**config.mk**
```make
export PLATFORM = sky130hd
export DESIGN_NAME = cct_top
export DESIGN_NICKNAME = d
export VERILOG_FILES = /design/src/verilog/cct_pkg.sv /design/src/verilog/cct_cal_if.sv /design/src/verilog/cct_weekly.sv /design/src/verilog/cct_yearly.sv /design/src/verilog/cct_top.sv
export SDC_FILE = /design/constraint.sdc
export NUM_CORES = 1
export LEC_CHECK = 0
export BUFFER_PORTS_ARGS = -buffer_cell sky130_fd_sc_hd__buf_4
export CAP_MARGIN = 20
export CELL_PAD_IN_SITES_DETAIL_PLACEMENT = 1
export CELL_PAD_IN_SITES_GLOBAL_PLACEMENT = 1
export CORE_ASPECT_RATIO = 1.1
export CORE_UTILIZATION = 34
export CTS_BUF_LIST = sky130_fd_sc_hd__clkbuf_2
export CTS_CLUSTER_DIAMETER = 200
export DETAILED_ROUTE_END_ITERATION = 12
export GPL_TIMING_DRIVEN = 0
export PLACE_DENSITY_LB_ADDON = 0.3
export SLEW_MARGIN = 20
export SYNTH_ARGS = -nofsm -noshare
export SYNTH_HDL_FRONTEND = slang
export SYNTH_HIERARCHICAL = 1
export SYNTH_SLANG_ARGS = --single-unit
export TNS_END_PERCENT = 50
```
**constraint.sdc**
```tcl
create_clock -name SYS_CLK -period 6.35 [get_ports SYS_CLK]
set_input_delay 0.635 -clock SYS_CLK [delete_from_list [all_inputs] [get_ports SYS_CLK]]
set_output_delay 0.635 -clock SYS_CLK [all_outputs]
set_load 0.02 [all_outputs]
```
**src/verilog/cct_pkg.sv**
```systemverilog
/*
  Shared constants and types of the calendar cam timer: register map,
  field layout, reset values and the cam and date records.
  Assumes the calendar year is given as an offset from the year 2000.
*/
package cct_pkg;
  // ***********************************************
  // sizes and calendar limits
  // ***********************************************
  localparam int CAM_COUNT = 3;
  localparam int TIME_W = 11;
  localparam int DAYS_PER_WEEK = 7;
  localparam logic [2:0] WEEKDAY_LAST = 3'h6;
  localparam logic [TIME_W-1:0] TIME_UNSET = 11'h7FF;
  localparam logic [TIME_W-1:0] MIN_PER_HOUR = 11'h03C;
  localparam logic [6:0] YEAR_MAX = 7'h63;
  localparam logic [4:0] HOUR_MIDNIGHT = 5'h00;
  localparam logic [5:0] MINUTE_ZERO = 6'h00;

  // ***********************************************
  // register map (byte addresses) and fields
  // ***********************************************
  localparam logic [7:0] OFS_CTRL = 8'h00;
  localparam logic [7:0] OFS_CAM0 = 8'h04;
  localparam logic [7:0] OFS_CAM1 = 8'h08;
  localparam logic [7:0] OFS_CAM2 = 8'h0C;
  localparam logic [7:0] OFS_YON = 8'h10;
  localparam logic [7:0] OFS_YOFF = 8'h14;
  localparam logic [7:0] OFS_STAT = 8'h18;
  localparam int CTRL_WK_PULSE = 0;
  localparam int CTRL_Y_MONTHLY = 1;
  localparam int CTRL_Y_YEARLY = 2;
  localparam int CTRL_Y_PULSE = 3;
  localparam int STAT_WK = 0;
  localparam int STAT_YR = 1;
  localparam int CAM_MASK_LSB = 0;
  localparam int CAM_ON_LSB = 8;
  localparam int CAM_OFF_LSB = 20;
  localparam int DATE_YEAR_LSB = 0;
  localparam int DATE_MON_LSB = 8;
  localparam int DATE_DAY_LSB = 16;

  // ***********************************************
  // records
  // ***********************************************
  typedef struct packed {
    logic [DAYS_PER_WEEK-1:0] mask;
    logic [TIME_W-1:0] on_min;
    logic [TIME_W-1:0] off_min;
  } cct_cam_t;
  typedef cct_cam_t [CAM_COUNT-1:0] cct_cams_t;
  typedef struct packed {
    logic [6:0] year;
    logic [3:0] month;
    logic [4:0] day;
  } cct_date_t;

  localparam cct_cam_t CAM_RESET = '{mask: 7'h00, on_min: TIME_UNSET, off_min: TIME_UNSET};
  localparam cct_date_t DATE_RESET = '{year: 7'h00, month: 4'h1, day: 5'h01};
endpackage

```
**src/verilog/cct_cal_if.sv**
```systemverilog
/*
  Calendar snapshot handed from the top to both cam sub-modules.
  Assumes the top fills it straight from the real-time clock inputs.
*/
`timescale 1ns/1ps
interface cct_cal_if;
  logic tick;
  logic [cct_pkg::TIME_W-1:0] minute;
  logic [2:0] weekday;
  cct_pkg::cct_date_t date;
  logic midnight;
  modport src (output tick, minute, weekday, date, midnight);
  modport sink (input tick, minute, weekday, date, midnight);
endinterface

```
**src/verilog/cct_weekly.sv**
```systemverilog
/*
  Weekly sub-module: three cams with weekday mask and on/off minute.
  Assumes one program cycle tick pulse and a valid calendar snapshot.
*/
`timescale 1ns/1ps
module cct_weekly (
  input wire logic clk,
  input wire logic rst,
  cct_cal_if.sink cal,
  input wire cct_pkg::cct_cams_t cams,
  input wire logic pulse_mode,
  output logic q
);
  typedef struct packed {
    logic out;
    logic [cct_pkg::TIME_W-1:0] last_min;
  } cct_wk_state_t;

  cct_wk_state_t st;
  cct_wk_state_t next_st;
  logic fresh;
  logic any_on;
  logic any_off;

  // a cam fires on a weekday it selects, at a set time equal to now
  function automatic logic cam_hit(input logic [cct_pkg::DAYS_PER_WEEK-1:0] mask,
                                   input logic [2:0] wd,
                                   input logic [cct_pkg::TIME_W-1:0] t,
                                   input logic [cct_pkg::TIME_W-1:0] now);
    return wd <= cct_pkg::WEEKDAY_LAST && mask[wd] && t != cct_pkg::TIME_UNSET && t == now;
  endfunction

  // evaluate all cams once per program cycle; only a new minute is an edge
  always_comb begin
    next_st = st;
    fresh = cal.tick && cal.minute != st.last_min;
    any_on = 1'b0;
    any_off = 1'b0;
    for (int i = 0; i < cct_pkg::CAM_COUNT; i++) begin
      any_on = any_on | (fresh & cam_hit(cams[i].mask, cal.weekday, cams[i].on_min,
                                         cal.minute));
      any_off = any_off | (fresh & cam_hit(cams[i].mask, cal.weekday, cams[i].off_min,
                                           cal.minute));
    end
    if (cal.tick) begin
      next_st.last_min = cal.minute;
      if (pulse_mode) begin
        next_st.out = any_on;
      end else if (any_on) begin
        next_st.out = 1'b1;
      end else if (any_off) begin
        next_st.out = 1'b0;
      end
    end
  end

  always_ff @(posedge clk) begin
    if (rst) begin
      st <= '{out: 1'b0, last_min: cct_pkg::TIME_UNSET};
    end else begin
      st <= next_st;
    end
  end

  assign q = st.out;

  wk_on_sets_a: assert property (@(posedge clk) disable iff (rst)
    cal.tick && any_on |=> st.out) else $error("weekly on-time did not set output");
  wk_off_clears_a: assert property (@(posedge clk) disable iff (rst)
    cal.tick && !pulse_mode && any_off && !any_on |=> !st.out)
    else $error("weekly off-time did not clear output");
  wk_pulse_end_a: assert property (@(posedge clk) disable iff (rst)
    cal.tick && pulse_mode && !any_on |=> !st.out)
    else $error("weekly pulse lasted past one cycle");
  wk_hold_a: assert property (@(posedge clk) disable iff (rst)
    !cal.tick |=> $stable(st.out)) else $error("weekly output moved between cycles");
endmodule

```
**src/verilog/cct_yearly.sv**
```systemverilog
/*
  Yearly sub-module: one cam with on/off dates, monthly, yearly, pulse.
  Assumes dates within 2000..2099 as year offsets and a tick pulse.
*/
`timescale 1ns/1ps
module cct_yearly (
  input wire logic clk,
  input wire logic rst,
  cct_cal_if.sink cal,
  input wire cct_pkg::cct_date_t on_date,
  input wire cct_pkg::cct_date_t off_date,
  input wire logic monthly,
  input wire logic yearly,
  input wire logic pulse_mode,
  output logic q
);
  typedef struct packed {
    logic out;
    cct_pkg::cct_date_t last;
  } cct_yr_state_t;

  cct_yr_state_t st;
  cct_yr_state_t next_st;
  logic evt;
  logic in_years;
  logic wrap;
  logic on_hit;
  logic off_hit;

  // dates change only at the first tick of a new day at 00:00
  always_comb begin
    next_st = st;
    evt = cal.tick && cal.midnight && cal.date != st.last;
    in_years = cal.date.year >= on_date.year && cal.date.year <= off_date.year;
    wrap = {off_date.month, off_date.day} < {on_date.month, on_date.day};
    if (monthly) begin
      on_hit = in_years && cal.date.day == on_date.day;
      off_hit = in_years && cal.date.day == off_date.day;
    end else if (yearly) begin
      // a wrapping period never reopens in the final year
      on_hit = in_years && {cal.date.month, cal.date.day} == {on_date.month, on_date.day}
               && !(wrap && cal.date.year == off_date.year);
      off_hit = in_years && {cal.date.month, cal.date.day} == {off_date.month, off_date.day}
                && !(wrap && cal.date.year == on_date.year);
    end else begin
      on_hit = cal.date == on_date;
      off_hit = cal.date == off_date;
    end
    if (cal.tick) begin
      if (pulse_mode) begin
        next_st.out = evt && on_hit;
      end else if (evt && off_hit) begin
        next_st.out = 1'b0;
      end else if (evt && on_hit) begin
        next_st.out = 1'b1;
      end
    end
    if (evt) begin
      next_st.last = cal.date;
    end
  end

  always_ff @(posedge clk) begin
    if (rst) begin
      st <= '{out: 1'b0, last: cct_pkg::DATE_RESET};
    end else begin
      st <= next_st;
    end
  end

  assign q = st.out;

  yr_midnight_a: assert property (@(posedge clk) disable iff (rst)
    !pulse_mode && !evt |=> $stable(st.out)) else $error("yearly output moved off midnight");
  yr_range_a: assert property (@(posedge clk) disable iff (rst)
    $rose(st.out) |-> $past(cal.date.year) <= off_date.year && $past(cal.date.year) >= on_date.year)
    else $error("yearly output set outside year range");
  yr_pulse_a: assert property (@(posedge clk) disable iff (rst)
    pulse_mode && cal.tick && !evt |=> !st.out) else $error("yearly pulse too long");
endmodule

```
**src/verilog/cct_top.sv**
```systemverilog
/*
  Top of the calendar cam timer: APB register file, calendar fan-out,
  weekly and yearly sub-modules and the registered outputs.
  Assumes the real-time clock inputs and PROGRAM_CYCLE are synchronous
  to SYS_CLK and PROGRAM_CYCLE is a one-cycle pulse per program cycle.
*/
// How it works
// - the weekly part has three cams and one output made from all of them.
// - the weekly output sets at an on-time and clears at an off-time or after a pulse.
// - overlapping cams resolve to the earliest on-time and earliest off-time.
// - each weekly cam has a Monday-to-Sunday day mask that enables it per day.
// - weekly times are minutes of the day, with an unset code that never switches.
// - in pulse mode the weekly output is high for exactly one program cycle.
// - one pulse setting serves all three weekly cams.
// - yearly dates are only accepted for years 2000 to 2099.
// - outside pulse mode the yearly output changes only at midnight of a matching date.
// - yearly dates are year, month, day fields compared one by one.
// - monthly mode switches on each month at the on-day and off at the off-day.
// - yearly mode switches on each year at the on month-day and off at the off month-day.
// - yearly pulse gives one program cycle per on occurrence, repeating per mode.
// - with no mode selected the yearly output spans the on-date to the off-date.
// - a yearly period that wraps runs into next year and never reopens after the last.
// - monthly plus yearly keeps going through the last month of the off year, then stops.
`timescale 1ns/1ps
module cct_top (
  input wire logic SYS_CLK,
  input wire logic SYS_RST,
  input wire logic PSEL,
  input wire logic PENABLE,
  input wire logic PWRITE,
  input wire logic [7:0] PADDR,
  input wire logic [31:0] PWDATA,
  output logic [31:0] PRDATA,
  output logic PREADY,
  output logic PSLVERR,
  input wire logic PROGRAM_CYCLE,
  input wire logic [6:0] CAL_YEAR,
  input wire logic [3:0] CAL_MONTH,
  input wire logic [4:0] CAL_DAY,
  input wire logic [2:0] CAL_WEEKDAY,
  input wire logic [4:0] CAL_HOUR,
  input wire logic [5:0] CAL_MINUTE,
  output logic WEEKLY_Q,
  output logic YEARLY_Q
);
  // ***********************************************
  // state
  // ***********************************************
  typedef struct packed {
    logic wk_pulse;
    logic y_monthly;
    logic y_yearly;
    logic y_pulse;
    cct_pkg::cct_cams_t cams;
    cct_pkg::cct_date_t yon;
    cct_pkg::cct_date_t yoff;
    logic [31:0] prdata;
    logic pready;
    logic pslverr;
    logic wq;
    logic yq;
  } cct_top_state_t;

  cct_top_state_t st;
  cct_top_state_t next_st;
  logic wk_q;
  logic yr_q;
  logic setup;
  logic commit;
  logic mapped;
  cct_pkg::cct_date_t wr_date;

  cct_cal_if cal ();

  // ***********************************************
  // field packing
  // ***********************************************
  // date word layout shared by the on and off registers
  function automatic cct_pkg::cct_date_t to_date(input logic [31:0] w);
    cct_pkg::cct_date_t d;
    d.year = w[cct_pkg::DATE_YEAR_LSB +: 7];
    d.month = w[cct_pkg::DATE_MON_LSB +: 4];
    d.day = w[cct_pkg::DATE_DAY_LSB +: 5];
    return d;
  endfunction

  function automatic logic [31:0] from_date(input cct_pkg::cct_date_t d);
    logic [31:0] w;
    w = '0;
    w[cct_pkg::DATE_YEAR_LSB +: 7] = d.year;
    w[cct_pkg::DATE_MON_LSB +: 4] = d.month;
    w[cct_pkg::DATE_DAY_LSB +: 5] = d.day;
    return w;
  endfunction

  function automatic cct_pkg::cct_cam_t to_cam(input logic [31:0] w);
    cct_pkg::cct_cam_t c;
    c.mask = w[cct_pkg::CAM_MASK_LSB +: cct_pkg::DAYS_PER_WEEK];
    c.on_min = w[cct_pkg::CAM_ON_LSB +: cct_pkg::TIME_W];
    c.off_min = w[cct_pkg::CAM_OFF_LSB +: cct_pkg::TIME_W];
    return c;
  endfunction

  function automatic logic [31:0] from_cam(input cct_pkg::cct_cam_t c);
    logic [31:0] w;
    w = '0;
    w[cct_pkg::CAM_MASK_LSB +: cct_pkg::DAYS_PER_WEEK] = c.mask;
    w[cct_pkg::CAM_ON_LSB +: cct_pkg::TIME_W] = c.on_min;
    w[cct_pkg::CAM_OFF_LSB +: cct_pkg::TIME_W] = c.off_min;
    return w;
  endfunction

  // cam index of an address, or CAM_COUNT when it is not a cam
  function automatic int cam_index(input logic [7:0] a);
    case (a)
      cct_pkg::OFS_CAM0: begin
        return 0;
      end
      cct_pkg::OFS_CAM1: begin
        return 1;
      end
      cct_pkg::OFS_CAM2: begin
        return 2;
      end
      default: begin
        return cct_pkg::CAM_COUNT;
      end
    endcase
  endfunction

  // ***********************************************
  // calendar fan-out
  // ***********************************************
  // minute of day is formed once for the weekly part; the yearly part uses midnight
  assign cal.tick = PROGRAM_CYCLE;
  assign cal.minute = 11'(CAL_HOUR * cct_pkg::MIN_PER_HOUR) + 11'(CAL_MINUTE);
  assign cal.weekday = CAL_WEEKDAY;
  assign cal.date = '{year: CAL_YEAR, month: CAL_MONTH, day: CAL_DAY};
  assign cal.midnight = CAL_HOUR == cct_pkg::HOUR_MIDNIGHT && CAL_MINUTE == cct_pkg::MINUTE_ZERO;

  // ***********************************************
  // sub-modules
  // ***********************************************
  cct_weekly u_weekly (
    .clk(SYS_CLK),
    .rst(SYS_RST),
    .cal(cal.sink),
    .cams(st.cams),
    .pulse_mode(st.wk_pulse),
    .q(wk_q)
  );

  cct_yearly u_yearly (
    .clk(SYS_CLK),
    .rst(SYS_RST),
    .cal(cal.sink),
    .on_date(st.yon),
    .off_date(st.yoff),
    .monthly(st.y_monthly),
    .yearly(st.y_yearly),
    .pulse_mode(st.y_pulse),
    .q(yr_q)
  );

  // ***********************************************
  // APB slave and register file
  // ***********************************************
  // answer is prepared in setup so PREADY and PRDATA come from flops
  always_comb begin
    next_st = st;
    setup = PSEL && !PENABLE;
    commit = PSEL && PENABLE && st.pready;
    wr_date = to_date(PWDATA);
    mapped = cam_index(PADDR) < cct_pkg::CAM_COUNT || PADDR == cct_pkg::OFS_CTRL
             || PADDR == cct_pkg::OFS_YON || PADDR == cct_pkg::OFS_YOFF
             || PADDR == cct_pkg::OFS_STAT;
    next_st.pready = setup;
    next_st.pslverr = setup && !mapped;
    next_st.wq = wk_q;
    next_st.yq = yr_q;
    if (setup) begin
      next_st.prdata = '0;
      if (cam_index(PADDR) < cct_pkg::CAM_COUNT) begin
        next_st.prdata = from_cam(st.cams[cam_index(PADDR)]);
      end
      case (PADDR)
        cct_pkg::OFS_CTRL: begin
          next_st.prdata[cct_pkg::CTRL_WK_PULSE] = st.wk_pulse;
          next_st.prdata[cct_pkg::CTRL_Y_MONTHLY] = st.y_monthly;
          next_st.prdata[cct_pkg::CTRL_Y_YEARLY] = st.y_yearly;
          next_st.prdata[cct_pkg::CTRL_Y_PULSE] = st.y_pulse;
        end
        cct_pkg::OFS_YON: begin
          next_st.prdata = from_date(st.yon);
        end
        cct_pkg::OFS_YOFF: begin
          next_st.prdata = from_date(st.yoff);
        end
        cct_pkg::OFS_STAT: begin
          next_st.prdata[cct_pkg::STAT_WK] = st.wq;
          next_st.prdata[cct_pkg::STAT_YR] = st.yq;
        end
        default: begin
        end
      endcase
    end
    // writes take effect only at the completing edge
    if (commit && PWRITE) begin
      if (cam_index(PADDR) < cct_pkg::CAM_COUNT) begin
        next_st.cams[cam_index(PADDR)] = to_cam(PWDATA);
      end
      case (PADDR)
        cct_pkg::OFS_CTRL: begin
          next_st.wk_pulse = PWDATA[cct_pkg::CTRL_WK_PULSE];
          next_st.y_monthly = PWDATA[cct_pkg::CTRL_Y_MONTHLY];
          next_st.y_yearly = PWDATA[cct_pkg::CTRL_Y_YEARLY];
          next_st.y_pulse = PWDATA[cct_pkg::CTRL_Y_PULSE];
        end
        cct_pkg::OFS_YON: begin
          if (wr_date.year <= cct_pkg::YEAR_MAX) begin
            next_st.yon = wr_date;
          end
        end
        cct_pkg::OFS_YOFF: begin
          if (wr_date.year <= cct_pkg::YEAR_MAX) begin
            next_st.yoff = wr_date;
          end
        end
        default: begin
        end
      endcase
    end
  end

  // single register stage for all top state
  always_ff @(posedge SYS_CLK) begin
    if (SYS_RST) begin
      st <= '{wk_pulse: 1'b0, y_monthly: 1'b0, y_yearly: 1'b0, y_pulse: 1'b0,
              cams: {cct_pkg::CAM_COUNT{cct_pkg::CAM_RESET}},
              yon: cct_pkg::DATE_RESET, yoff: cct_pkg::DATE_RESET,
              prdata: 32'h00000000, pready: 1'b0, pslverr: 1'b0, wq: 1'b0, yq: 1'b0};
    end else begin
      st <= next_st;
    end
  end

  assign PRDATA = st.prdata;
  assign PREADY = st.pready;
  assign PSLVERR = st.pslverr;
  assign WEEKLY_Q = st.wq;
  assign YEARLY_Q = st.yq;

  // ***********************************************
  // checks
  // ***********************************************
  apb_ready_a: assert property (@(posedge SYS_CLK) disable iff (SYS_RST)
    PSEL && !PENABLE |=> PREADY) else $error("no ready one cycle after setup");
  year_reject_a: assert property (@(posedge SYS_CLK) disable iff (SYS_RST)
    commit && PWRITE && PADDR == cct_pkg::OFS_YON && wr_date.year > cct_pkg::YEAR_MAX
    |=> $stable(st.yon)) else $error("out of range year accepted");
  out_follow_a: assert property (@(posedge SYS_CLK) disable iff (SYS_RST)
    ##1 WEEKLY_Q == $past(wk_q) && YEARLY_Q == $past(yr_q))
    else $error("outputs do not follow sub-modules");

  // ***********************************************
  // register file checks
  // ***********************************************
  // refused cycles answer zero data; idle cycles drop ready and error but keep the last PRDATA
  apb_err_a: assert property (@(posedge SYS_CLK) disable iff (SYS_RST)
    setup && !mapped |=> PSLVERR && PRDATA == 32'h00000000)
    else $error("unmapped address not refused");

  apb_idle_a: assert property (@(posedge SYS_CLK) disable iff (SYS_RST)
    !setup |=> !PREADY && !PSLVERR)
    else $error("ready without a setup");

  stat_read_a: assert property (@(posedge SYS_CLK) disable iff (SYS_RST)
    setup && PADDR == cct_pkg::OFS_STAT |=> PRDATA[cct_pkg::STAT_WK] == $past(WEEKLY_Q))
    else $error("status read stale");

  // config moves only at a completing write
  cfg_hold_a: assert property (@(posedge SYS_CLK) disable iff (SYS_RST)
    !commit |=> $stable(st.cams) && $stable(st.yon) && $stable(st.yoff))
    else $error("config changed without a write");

  ctrl_write_a: assert property (@(posedge SYS_CLK) disable iff (SYS_RST)
    commit && PWRITE && PADDR == cct_pkg::OFS_CTRL
    |=> st.wk_pulse == $past(PWDATA[cct_pkg::CTRL_WK_PULSE]))
    else $error("pulse setting not written");

  // each accepted write lands whole at its completing edge
  cam_write_a: assert property (@(posedge SYS_CLK) disable iff (SYS_RST)
    commit && PWRITE && PADDR == cct_pkg::OFS_CAM0 |=> st.cams[0] == to_cam($past(PWDATA)))
    else $error("cam word not written");

  yon_write_a: assert property (@(posedge SYS_CLK) disable iff (SYS_RST)
    commit && PWRITE && PADDR == cct_pkg::OFS_YON && wr_date.year <= cct_pkg::YEAR_MAX
    |=> st.yon == $past(wr_date)) else $error("on date not written");

  // a year past the last is dropped silently
  yoff_reject_a: assert property (@(posedge SYS_CLK) disable iff (SYS_RST)
    commit && PWRITE && PADDR == cct_pkg::OFS_YOFF && wr_date.year > cct_pkg::YEAR_MAX
    |=> $stable(st.yoff)) else $error("out of range off year accepted");
endmodule

```
* Word-level counts from Yosys, hierarchy flattened
Cells that the tools add are included.
W data, S select, Z words.
** Storage, ports and cells
- Input port bits :: 76
- Output and inout bits :: 36
- Logic and storage cells :: 170
- Register bits :: 188
** Cells by class
- $lt $le $gt $ge :: 12
- Bitwise gates (word level) :: 10
- Equal/unequal tests :: 28
- Muxes and demuxes :: 33
- Add/sub/neg operators :: 1
- Multiply operators :: 1
- Reduce and logical (&&, ||, !) cells :: 55
** Operators with widths (count)
- $mux W32 :: 6
- $lt A32 B3 Y1 const B :: 3
- $bwmux W87 :: 1
- $mux W29 :: 3
- $eq A11 B11 Y1 :: 6
- $ne A11 B11 Y1 const B :: 6
- $lt A32 B4 Y1 const B :: 2
- $bmux W29 S2 :: 1
- $demux W29 S2 :: 1
- $pmux W28 S2 :: 1
- $logic_and A1 B1 Y1 :: 36
- $eq A16 B16 Y1 :: 2
- $ge A32 B1 Y1 const B :: 1
- $mux W31 :: 1
- $eq A8 B5 Y1 const B :: 3
- $eq A9 B9 Y1 :: 2
- $eq A8 B4 Y1 const B :: 2
- $ne A16 B16 Y1 :: 1
- $eq A7 B7 Y1 :: 2
- $mux W1 :: 13
- $pmux W2 S3 :: 2
- $add A11 B6 Y11 :: 1
- $ne A11 B11 Y1 :: 1
- $eq A5 B5 Y1 :: 2
- other kinds (20) :: 41

* Depth between registers and ports, before layout
Gate-level depths: netlist of run 1.
- Depth in word-level cells :: 12
- Depth in mapped cells :: 19
- Gate-level depth less buffers :: 18

* Modules after synthesis
Netlist of run 1, hierarchy kept.
** By module, submodules not included
- cct_top :: cells an instance 898, seq. area each 3143.0 µm², times used 1, area an instance 7608.5 µm²
- cct_weekly :: cells an instance 210, seq. area each 240.2 µm², times used 1, area an instance 1716.6 µm²
- cct_yearly :: cells an instance 192, seq. area each 340.3 µm², times used 1, area an instance 1629.1 µm²

* Worst setup path after synthesis of run 1
Ideal clock, no wire load.
- Path kind :: input-to-reg
- From :: in CAL_HOUR[3]
- To :: reg u_weekly.st (netlist bit u_weekly/q)
- Library setup time :: 0.062 ns
- Required time :: 6.288 ns
- Path buffers :: 1
- Stages :: 16
- Arrival time :: 4.448 ns
- Slack :: 1.841 ns
- Cells stage by stage :: inv_1 > fa_1 > fa_1 > inv_1 > ha_1 > or2_2 > and3_1 > o311ai_0 > nand3_1 > xnor2_1 > buf_2 > xor2_1 > nor4_1 > nand4_1 > a311o_1 > nand3_1
** On the way
- Word-level cells in the longest chain between the ends :: 9
- Elaborated cells on any way between the ends :: 30
- Classes of those cells :: add/sub: 1; mul: 1; eq/ne: 7; mux: 2; bitwise: 10; reduce/logical: 9
** Ends and longest elaborated chain
- start: declaration :: RTL line cct_top.sv:41 : input wire logic [4:0] CAL_HOUR,
- $mul A5 B4 Y9 * :: RTL line cct_top.sv:136 : assign cal.minute = 11'(CAL_HOUR * cct_pkg::MIN_PER_HOUR) + 11'(CAL_MINUTE);
- $add A11 B6 Y11 * :: RTL line cct_top.sv:136
- net cal.minute (one bit) :: RTL line cct_cal_if.sv:8 : logic [cct_pkg::TIME_W-1:0] minute;
- $ne A11 B11 Y1 or $eq A11 B11 Y1 (tied branches) :: RTL line cct_weekly.sv:36, cct_weekly.sv:30
- $logic_and A1 B1 Y1 (on tied branches) :: RTL line cct_weekly.sv:36, cct_weekly.sv:30
- $and A1 B1 Y1 (on tied branches) :: RTL line cct_weekly.sv:42, cct_weekly.sv:40
- $or A1 B1 Y1 (on tied branches) (2 in series) :: RTL line cct_weekly.sv:42, cct_weekly.sv:40
- $reduce_bool A3 Y1 (no source line) or $mux W1 (tied branches)
- $reduce_and A2 Y1 (no source line) or $mux W1 (tied branches)
- end signal: assignment :: RTL line cct_weekly.sv:59 : st <= '{out: 1'b0, last_min: cct_pkg::TIME_UNSET};
- end signal: assignment :: RTL line cct_weekly.sv:61 : st <= next_st;
- end: declaration :: RTL line cct_weekly.sv:19 : cct_wk_state_t st;
Mark *: on every way through the listed nets, which the timed path passes. The rest lies on a longest branch.
A chain may end at the register's enable or synchronous reset.

* Final worst setup path of run 1
Ends and elaborated chain as after synthesis.

==> impl_metrics.ini, run 1 <==
[timing]
hold_violations = 0
whs_ps = 57.6
rsz0062_at_grt = no
finalCritPeriodShare = 0.701
setup_viol = 0
fmax_ghz = 0.225
layout_min_cycle_time_ps = 4450
worst_pin_slew_ps = 1140
final-max-slew-violation-count = 0
fin_skew_ps = 60.6
finalSetupTns_ps = 0
slew-limit-headroom = 0.238

[power]
internal_power_mw = 1.70
p_sw_mw = 0.922
peakVddDrop_mv = 0.122
comb_power_share = 0.308
p_clk_frac = 0.235
p_per_area_nw_per_um2 = 208
p_leak_nw = 5.17
p_sw_frac = 0.352
p_seq_frac = 0.457

[worst_setup_path]
critPathArrivalTime_ps = 5220
crit_required_ps = 7120
r2r-start = PREADY$_SDFF_PP0_
crit_start = CAL_HOUR[3]
cp.depth = 17
worst-path-buf-inv = 4
timing.rr.end = st[146]$_SDFFE_PP1P_
cp-start-kind = primary input
r2r.worst_path.cells = 8
path_cells = buf_4 -> inv_1 -> fa_1 -> fa_1 -> inv_1 -> ha_1 -> or2_2 -> and3_1 -> o311ai_0 -> nand3_1 -> xnor2_1 -> buf_2 -> xor2_1 -> nor4_1 -> nand4_1 -> a311o_1 -> nand3_1
r2r_slack_ps = 4100
cp_max_fo = 8
cpMaxStageDelayCell = o311ai_0
path_delay_family = simple AND/OR/NAND/NOR gates
max_stage_delay_ps = 570
crit_type = primary input to flop
end_kind = flop

[logic_synthesis]
avgSynthCellArea_um2 = 8.43
synthesis.area_um2 = 11000
postSynthCellCount = 1300
synthDistinctLibCells = 72
synth_compound_area_frac = 0.133
synth_top_family_by_area = simple AND/OR/NAND/NOR gates
yosysSeqAreaShare = 0.340
yosysTopAreaCellShare = 0.340
yosys-top-cells-area = dfxtp_1 (34%), nand2_1 (7.8%), xor2_1 (6.0%), nand3b_1 (4.8%), ha_1 (4.6%)
synth_ff_type = dfxtp_1
yosysTopAreaCell = dfxtp_1
synth_common_cells = nand2_1 (227), dfxtp_1 (186), xor2_1 (75)
yosys.area_share.simple = 0.242
synth_mux_area_frac = 0.0546
yosysMostFrequentCell = nand2_1
yosys_register_bits = 186
async_reset_ff_frac = 0
synth-xor-area-share = 0.0959
ys.warnings.count = 6
synthAdderAreaFrac = 0.0603
synth_edf_count = 0

[status]
status = finished clean

[route]
drt_first_pass_iters = 4
drt-vias-per-instance = 5.36
drt_iter0_drc = 608
wl_per_cell_um = 20.8
drc = 0
ant_nets = 0
vias = 10000
finalWirelength_um = 38900

[die]
num_io_pins = 112
start_util = 0.347
row_count = 68
die_w_um = 173
die-area_um2 = 32900
coreArea_um2 = 31600
die_h_um = 190

[clock_tree]
post_cts.repair.setup_buffers = 0
htreeDepth = 4
insertion_delay_ps = 830
root_buffer = clkbuf_2
cts_tree = done
cts.clk_slew.worst_paths_ps = 260
cts.sinks = 186
cts_hold_buf = 12
numCtsBuffers = 17
ctsResizeCount = 0
cts_buffer_depth = 2

[hold_path]
hold_class = primary input to flop
hold_start = PWDATA[29]
holdPathStages = 3
holdPathEnd = st[106]$_SDFFE_PP1P_

[global_route]
grt_pass1_vias = 10400
grt_usage = 0.240
grt_overflow = 0
grt_first_pass_wirelength_um = 60400
grt_max_degree = 17
antenna_found_initial = 1

[run]
max_cap_violations = 0

[placement]
dp.final_hpwl_um = 30300
portBuffers = 104
place.gp.congestion = 0.906

[layout]
fillers = 3816
seq_area_um2 = 3720
final_nets = 1560
syn_to_final_growth_pct = 15.1
multi_input_area_um2 = 6440
layout-drive-gt1-share = 0.159
## worst max path at each step
stage	to	slack [ps]
after floorplan	u_weekly/q$_SDFFE_PP0P_	1840
after global placement	u_weekly/q$_SDFFE_PP0P_	1160
after detailed placement	u_weekly/q$_SDFFE_PP0P_	1100
after CTS	u_weekly/q$_SDFFE_PP0P_	1990
after global routing	u_weekly/q$_SDFFE_PP0P_	1680
final	u_weekly/q$_SDFFE_PP0P_	1900
## through the flow
step                      area, um^2  utilization  worst slack (ps)  total power, mW  instances
after floorplan                11000            -              1840             1.76       1301
after global placement         12300        0.389              1160             1.99       1825
after detailed placement       12300        0.389              1100             2.01       1825
after CTS                      12600        0.399              1990             2.63       1868
after global routing           12600        0.400              1680             2.74       1869
final                          12600        0.400              1900             2.62       1869
## layer usage
layer,vias to the layer above,GRT usage,wire length [um]
met3,54,0.0415,1980
met4,0,0.0786,892
met1,4950,0.291,16800
met5,-,0,0
li1,4743,-,-
met2,277,0.430,19200
## state kept, by name, summed over array words and instances (netlist names), 11 cells and up
name         cells
st             123
PRDATA          30
u_yearly/st     16
u_weekly/st     11
## worst min-delay path, stage by stage
cell      delay [ps]
buf_4            100
nand2_1           50
nand3b_1          60
## cell families after synthesis
family,count (synthesis)
and+or+nand+nor,516
AOI/OAI and AO/OA,211
DFF,186
buffers and inverters,160
xor gates and xnor gates,120
muxes,58
adders and majority gates,48
other,1
## layout by cell type, fill, tap and decap left out, types with 45 or more instances in the layout
master and count:
buf_4 138, xnor2_1 45, nor2_1 62, nand3b_1 70
a21oi_1 59, xor2_1 75, nand2_1 227, inv_1 47
dfxtp_1 186
## layout make-up
type	instances	area share
diodes	1	0.000198
plain buffers	113	0.0498
clock buffers	19	0.00754
clock inverters	12	0.00992
inverters	47	0.0140
multi-input cells	955	0.510
flip-flops and latches	186	0.295
well taps	420	0.0417
repair buffers	116	0.0714
## power groups by stage
stage / sequential (mW) / combinational, mW / clock [mW]
final: 1.20 / 0.806 / 0.615
after detailed placement: 1.22 / 0.791 / 0
after CTS: 1.20 / 0.801 / 0.633
after global routing: 1.20 / 0.868 / 0.672
after global placement: 1.22 / 0.770 / 0
after floorplan: 1.22 / 0.547 / 0
(Power assumes the default switching activity.)
==> inputs of run 2 (changes only) <==
- clock period: 6.35 -> 3.6 ns (I/O delays scaled with it)
==> run 2 against run 1 <==
  * First-iteration DRC count fell by 3.1%
  * Clock power increased by 66%
  * Power grew 81%
  * Combinational power increased by 100%
  * Sequential power is 76% higher
  * Largest power group unchanged
==> impl_metrics.ini, run 2 (same netlist as run 1, synthesis figures left out) <==
[timing]
fmax_ghz = 0.281
finalCritPeriodShare = 0.989
setup_viol = 0
hold_violations = 0
final-max-slew-violation-count = 0
worst_pin_slew_ps = 1170
rsz0062_at_grt = yes
slew-limit-headroom = 0.218
fin_skew_ps = 53.0
layout_min_cycle_time_ps = 3560
whs_ps = 97.8

[route]
ant_nets = 0
vias = 10300
drc = 0
drt-vias-per-instance = 5.35
wl_per_cell_um = 20.9
finalWirelength_um = 40100
drt_iter0_drc = 589
drt_first_pass_iters = 5

[placement]
portBuffers = 104
place.gp.congestion = 0.916
place_area_um2 = 12300
dp.final_hpwl_um = 30500
numPlacedInstances = 1825

[clock_tree]
root_buffer = clkbuf_2
cts_buffer_depth = 2
cts_tree = done
cts.clk_slew.worst_paths_ps = 290
htreeDepth = 4
insertion_delay_ps = 830
cts.sinks = 186
numCtsBuffers = 17

[hold_path]
hold_class = primary input to flop

[layout]
largest-register = st
final_nets = 1609
layout_commonest_cell = nand2_1
post-route-util = 0.419
syn_to_final_growth_pct = 20.7
layout-drive-gt1-share = 0.167
stdcell_count = 1918
finalInstanceArea_um2 = 13200
seq_area_um2 = 3720
multi_input_area_um2 = 6540
fillers = 3832
final_cell_mix = nand2_1 (226), dfxtp_1 (186), buf_4 (141)
largest_reg_flops = 123

[global_route]
grt_usage = 0.244
grt_overflow = 0
grt_first_pass_wirelength_um = 61500
grt_max_degree = 17
antenna_found_initial = 1
grt_pass1_vias = 10800

[worst_setup_path]
cpMaxStageDelayCell = or4b_2
path_delay_family = simple AND/OR/NAND/NOR gates
end_kind = flop
cp_common_cell = buf_4
crit_required_ps = 4350
max_stage_delay_ps = 620
critPathArrivalTime_ps = 4310
crit_type = primary input to flop
path_cells = buf_4 -> clkinvlp_4 -> fa_1 -> fa_1 -> inv_1 -> ha_4 -> nor2b_1 -> o311a_1 -> or4b_2 -> nand3_2 -> xnor2_1 -> buf_4 -> buf_4 -> xor2_1 -> nor4_1 -> nand4_1 -> nand4_1 -> nand3_1
cp_max_fo = 6
worst-path-buf-inv = 5
cp-start-kind = primary input

[power]
p_per_area_nw_per_um2 = 359
p_leak_nw = 5.38
peakVddDrop_mv = 0.323

[die]
die-area_um2 = 32900
row_count = 68
die_w_um = 173
coreArea_um2 = 31600
die_h_um = 190
start_util = 0.347
num_io_pins = 112

[status]
status = finished clean

[run]
max_cap_violations = 0
## run 2: changes by cell type in the layout (fill, tap and decap cells not counted), moves of 2 or more
cell           change
inv_1              -3
dlygate4sd3_1     +45
buf_4              +3
ha_1               -2
ha_4               +2
clkinvlp_4         +4
buf_6              +2
nor4b_1            -2
buf_2              -3
nor4_2             +2
nor4_1             -2
## run 2: where the power goes
| group | leakage, nW | internal (mW) | switching, mW |
|---|---|---|---|
| Sequential | 1.51 | 2.10 | 0.0179 |
| Combinational | 3.75 | 0.697 | 0.912 |
| Clock | 0.119 | 0.241 | 0.776 |
| Total | 5.38 | 3.03 | 1.71 |
## run 2: worst paths after layout
kind                                              from                       to  slack (ps)  cells past startpoint
worst max-delay path                       CAL_HOUR[3]  u_weekly/q$_SDFFE_PP0P_          40                     18
worst min-delay path                           PENABLE   PRDATA[4]$_SDFFE_PP0P_         100                      5
worst max register to register       PREADY$_SDFF_PP0_     st[117]$_SDFFE_PP1P_        1360                      8
worst min register to register  PRDATA[6]$_SDFFE_PP0P_   PRDATA[6]$_SDFFE_PP0P_         480                      2
## run 2: through the flow
| stage | power [mW] | setup WS [ps] | TNS [ps] |
|---|---|---|---|
| finish | 4.74 | 40.5 | 0 |
| global placement | 3.55 | -906 | -1300 |
| global route | 4.97 | -38.1 | -38.1 |
| CTS | 4.71 | 25.8 | 0 |
| floorplan | 3.15 | -386 | -386 |
| detailed placement | 3.60 | -962 | -1580 |
## run 2: layer usage
metal | up-vias | global-route usage | share of wire | wire length [um]
met5 | - | 0 | 0 | 0
met1 | 5093 | 0.298 | 0.44 | 17400
met2 | 263 | 0.435 | 0.50 | 20000
li1 | 4848 | - | - | -
met3 | 61 | 0.0351 | 0.040 | 1610
met4 | 0 | 0.0878 | 0.026 | 1040
## run 2: repair_timing
action / CTS / global route
endpoints found under the hold margin: 152 / 0
setup endpoints to repair: 1 / 1
setup buffers: 1 / 3
pin swaps: 0 / 13
gates cloned: 0 / 0
resized for setup: 3 / 13
hold buffers: 57 / 0
## run 2: tightest hold or removal path: stages
cell and delay (ps):
buf_4 90, nor2b_1 130, o21ai_0 110, o21ai_0 80, a21oi_1 140
## run 2: final cells by class
type / count / share of cell area
multi-input cells: 955 / 0.495
flip-flops and latches: 186 / 0.282
repair buffers: 165 / 0.106
plain buffers: 113 / 0.0484
well taps: 420 / 0.0398
inverters: 47 / 0.0139
clock inverters: 13 / 0.00795
clock buffers: 18 / 0.00682
diodes: 1 / 0.000189
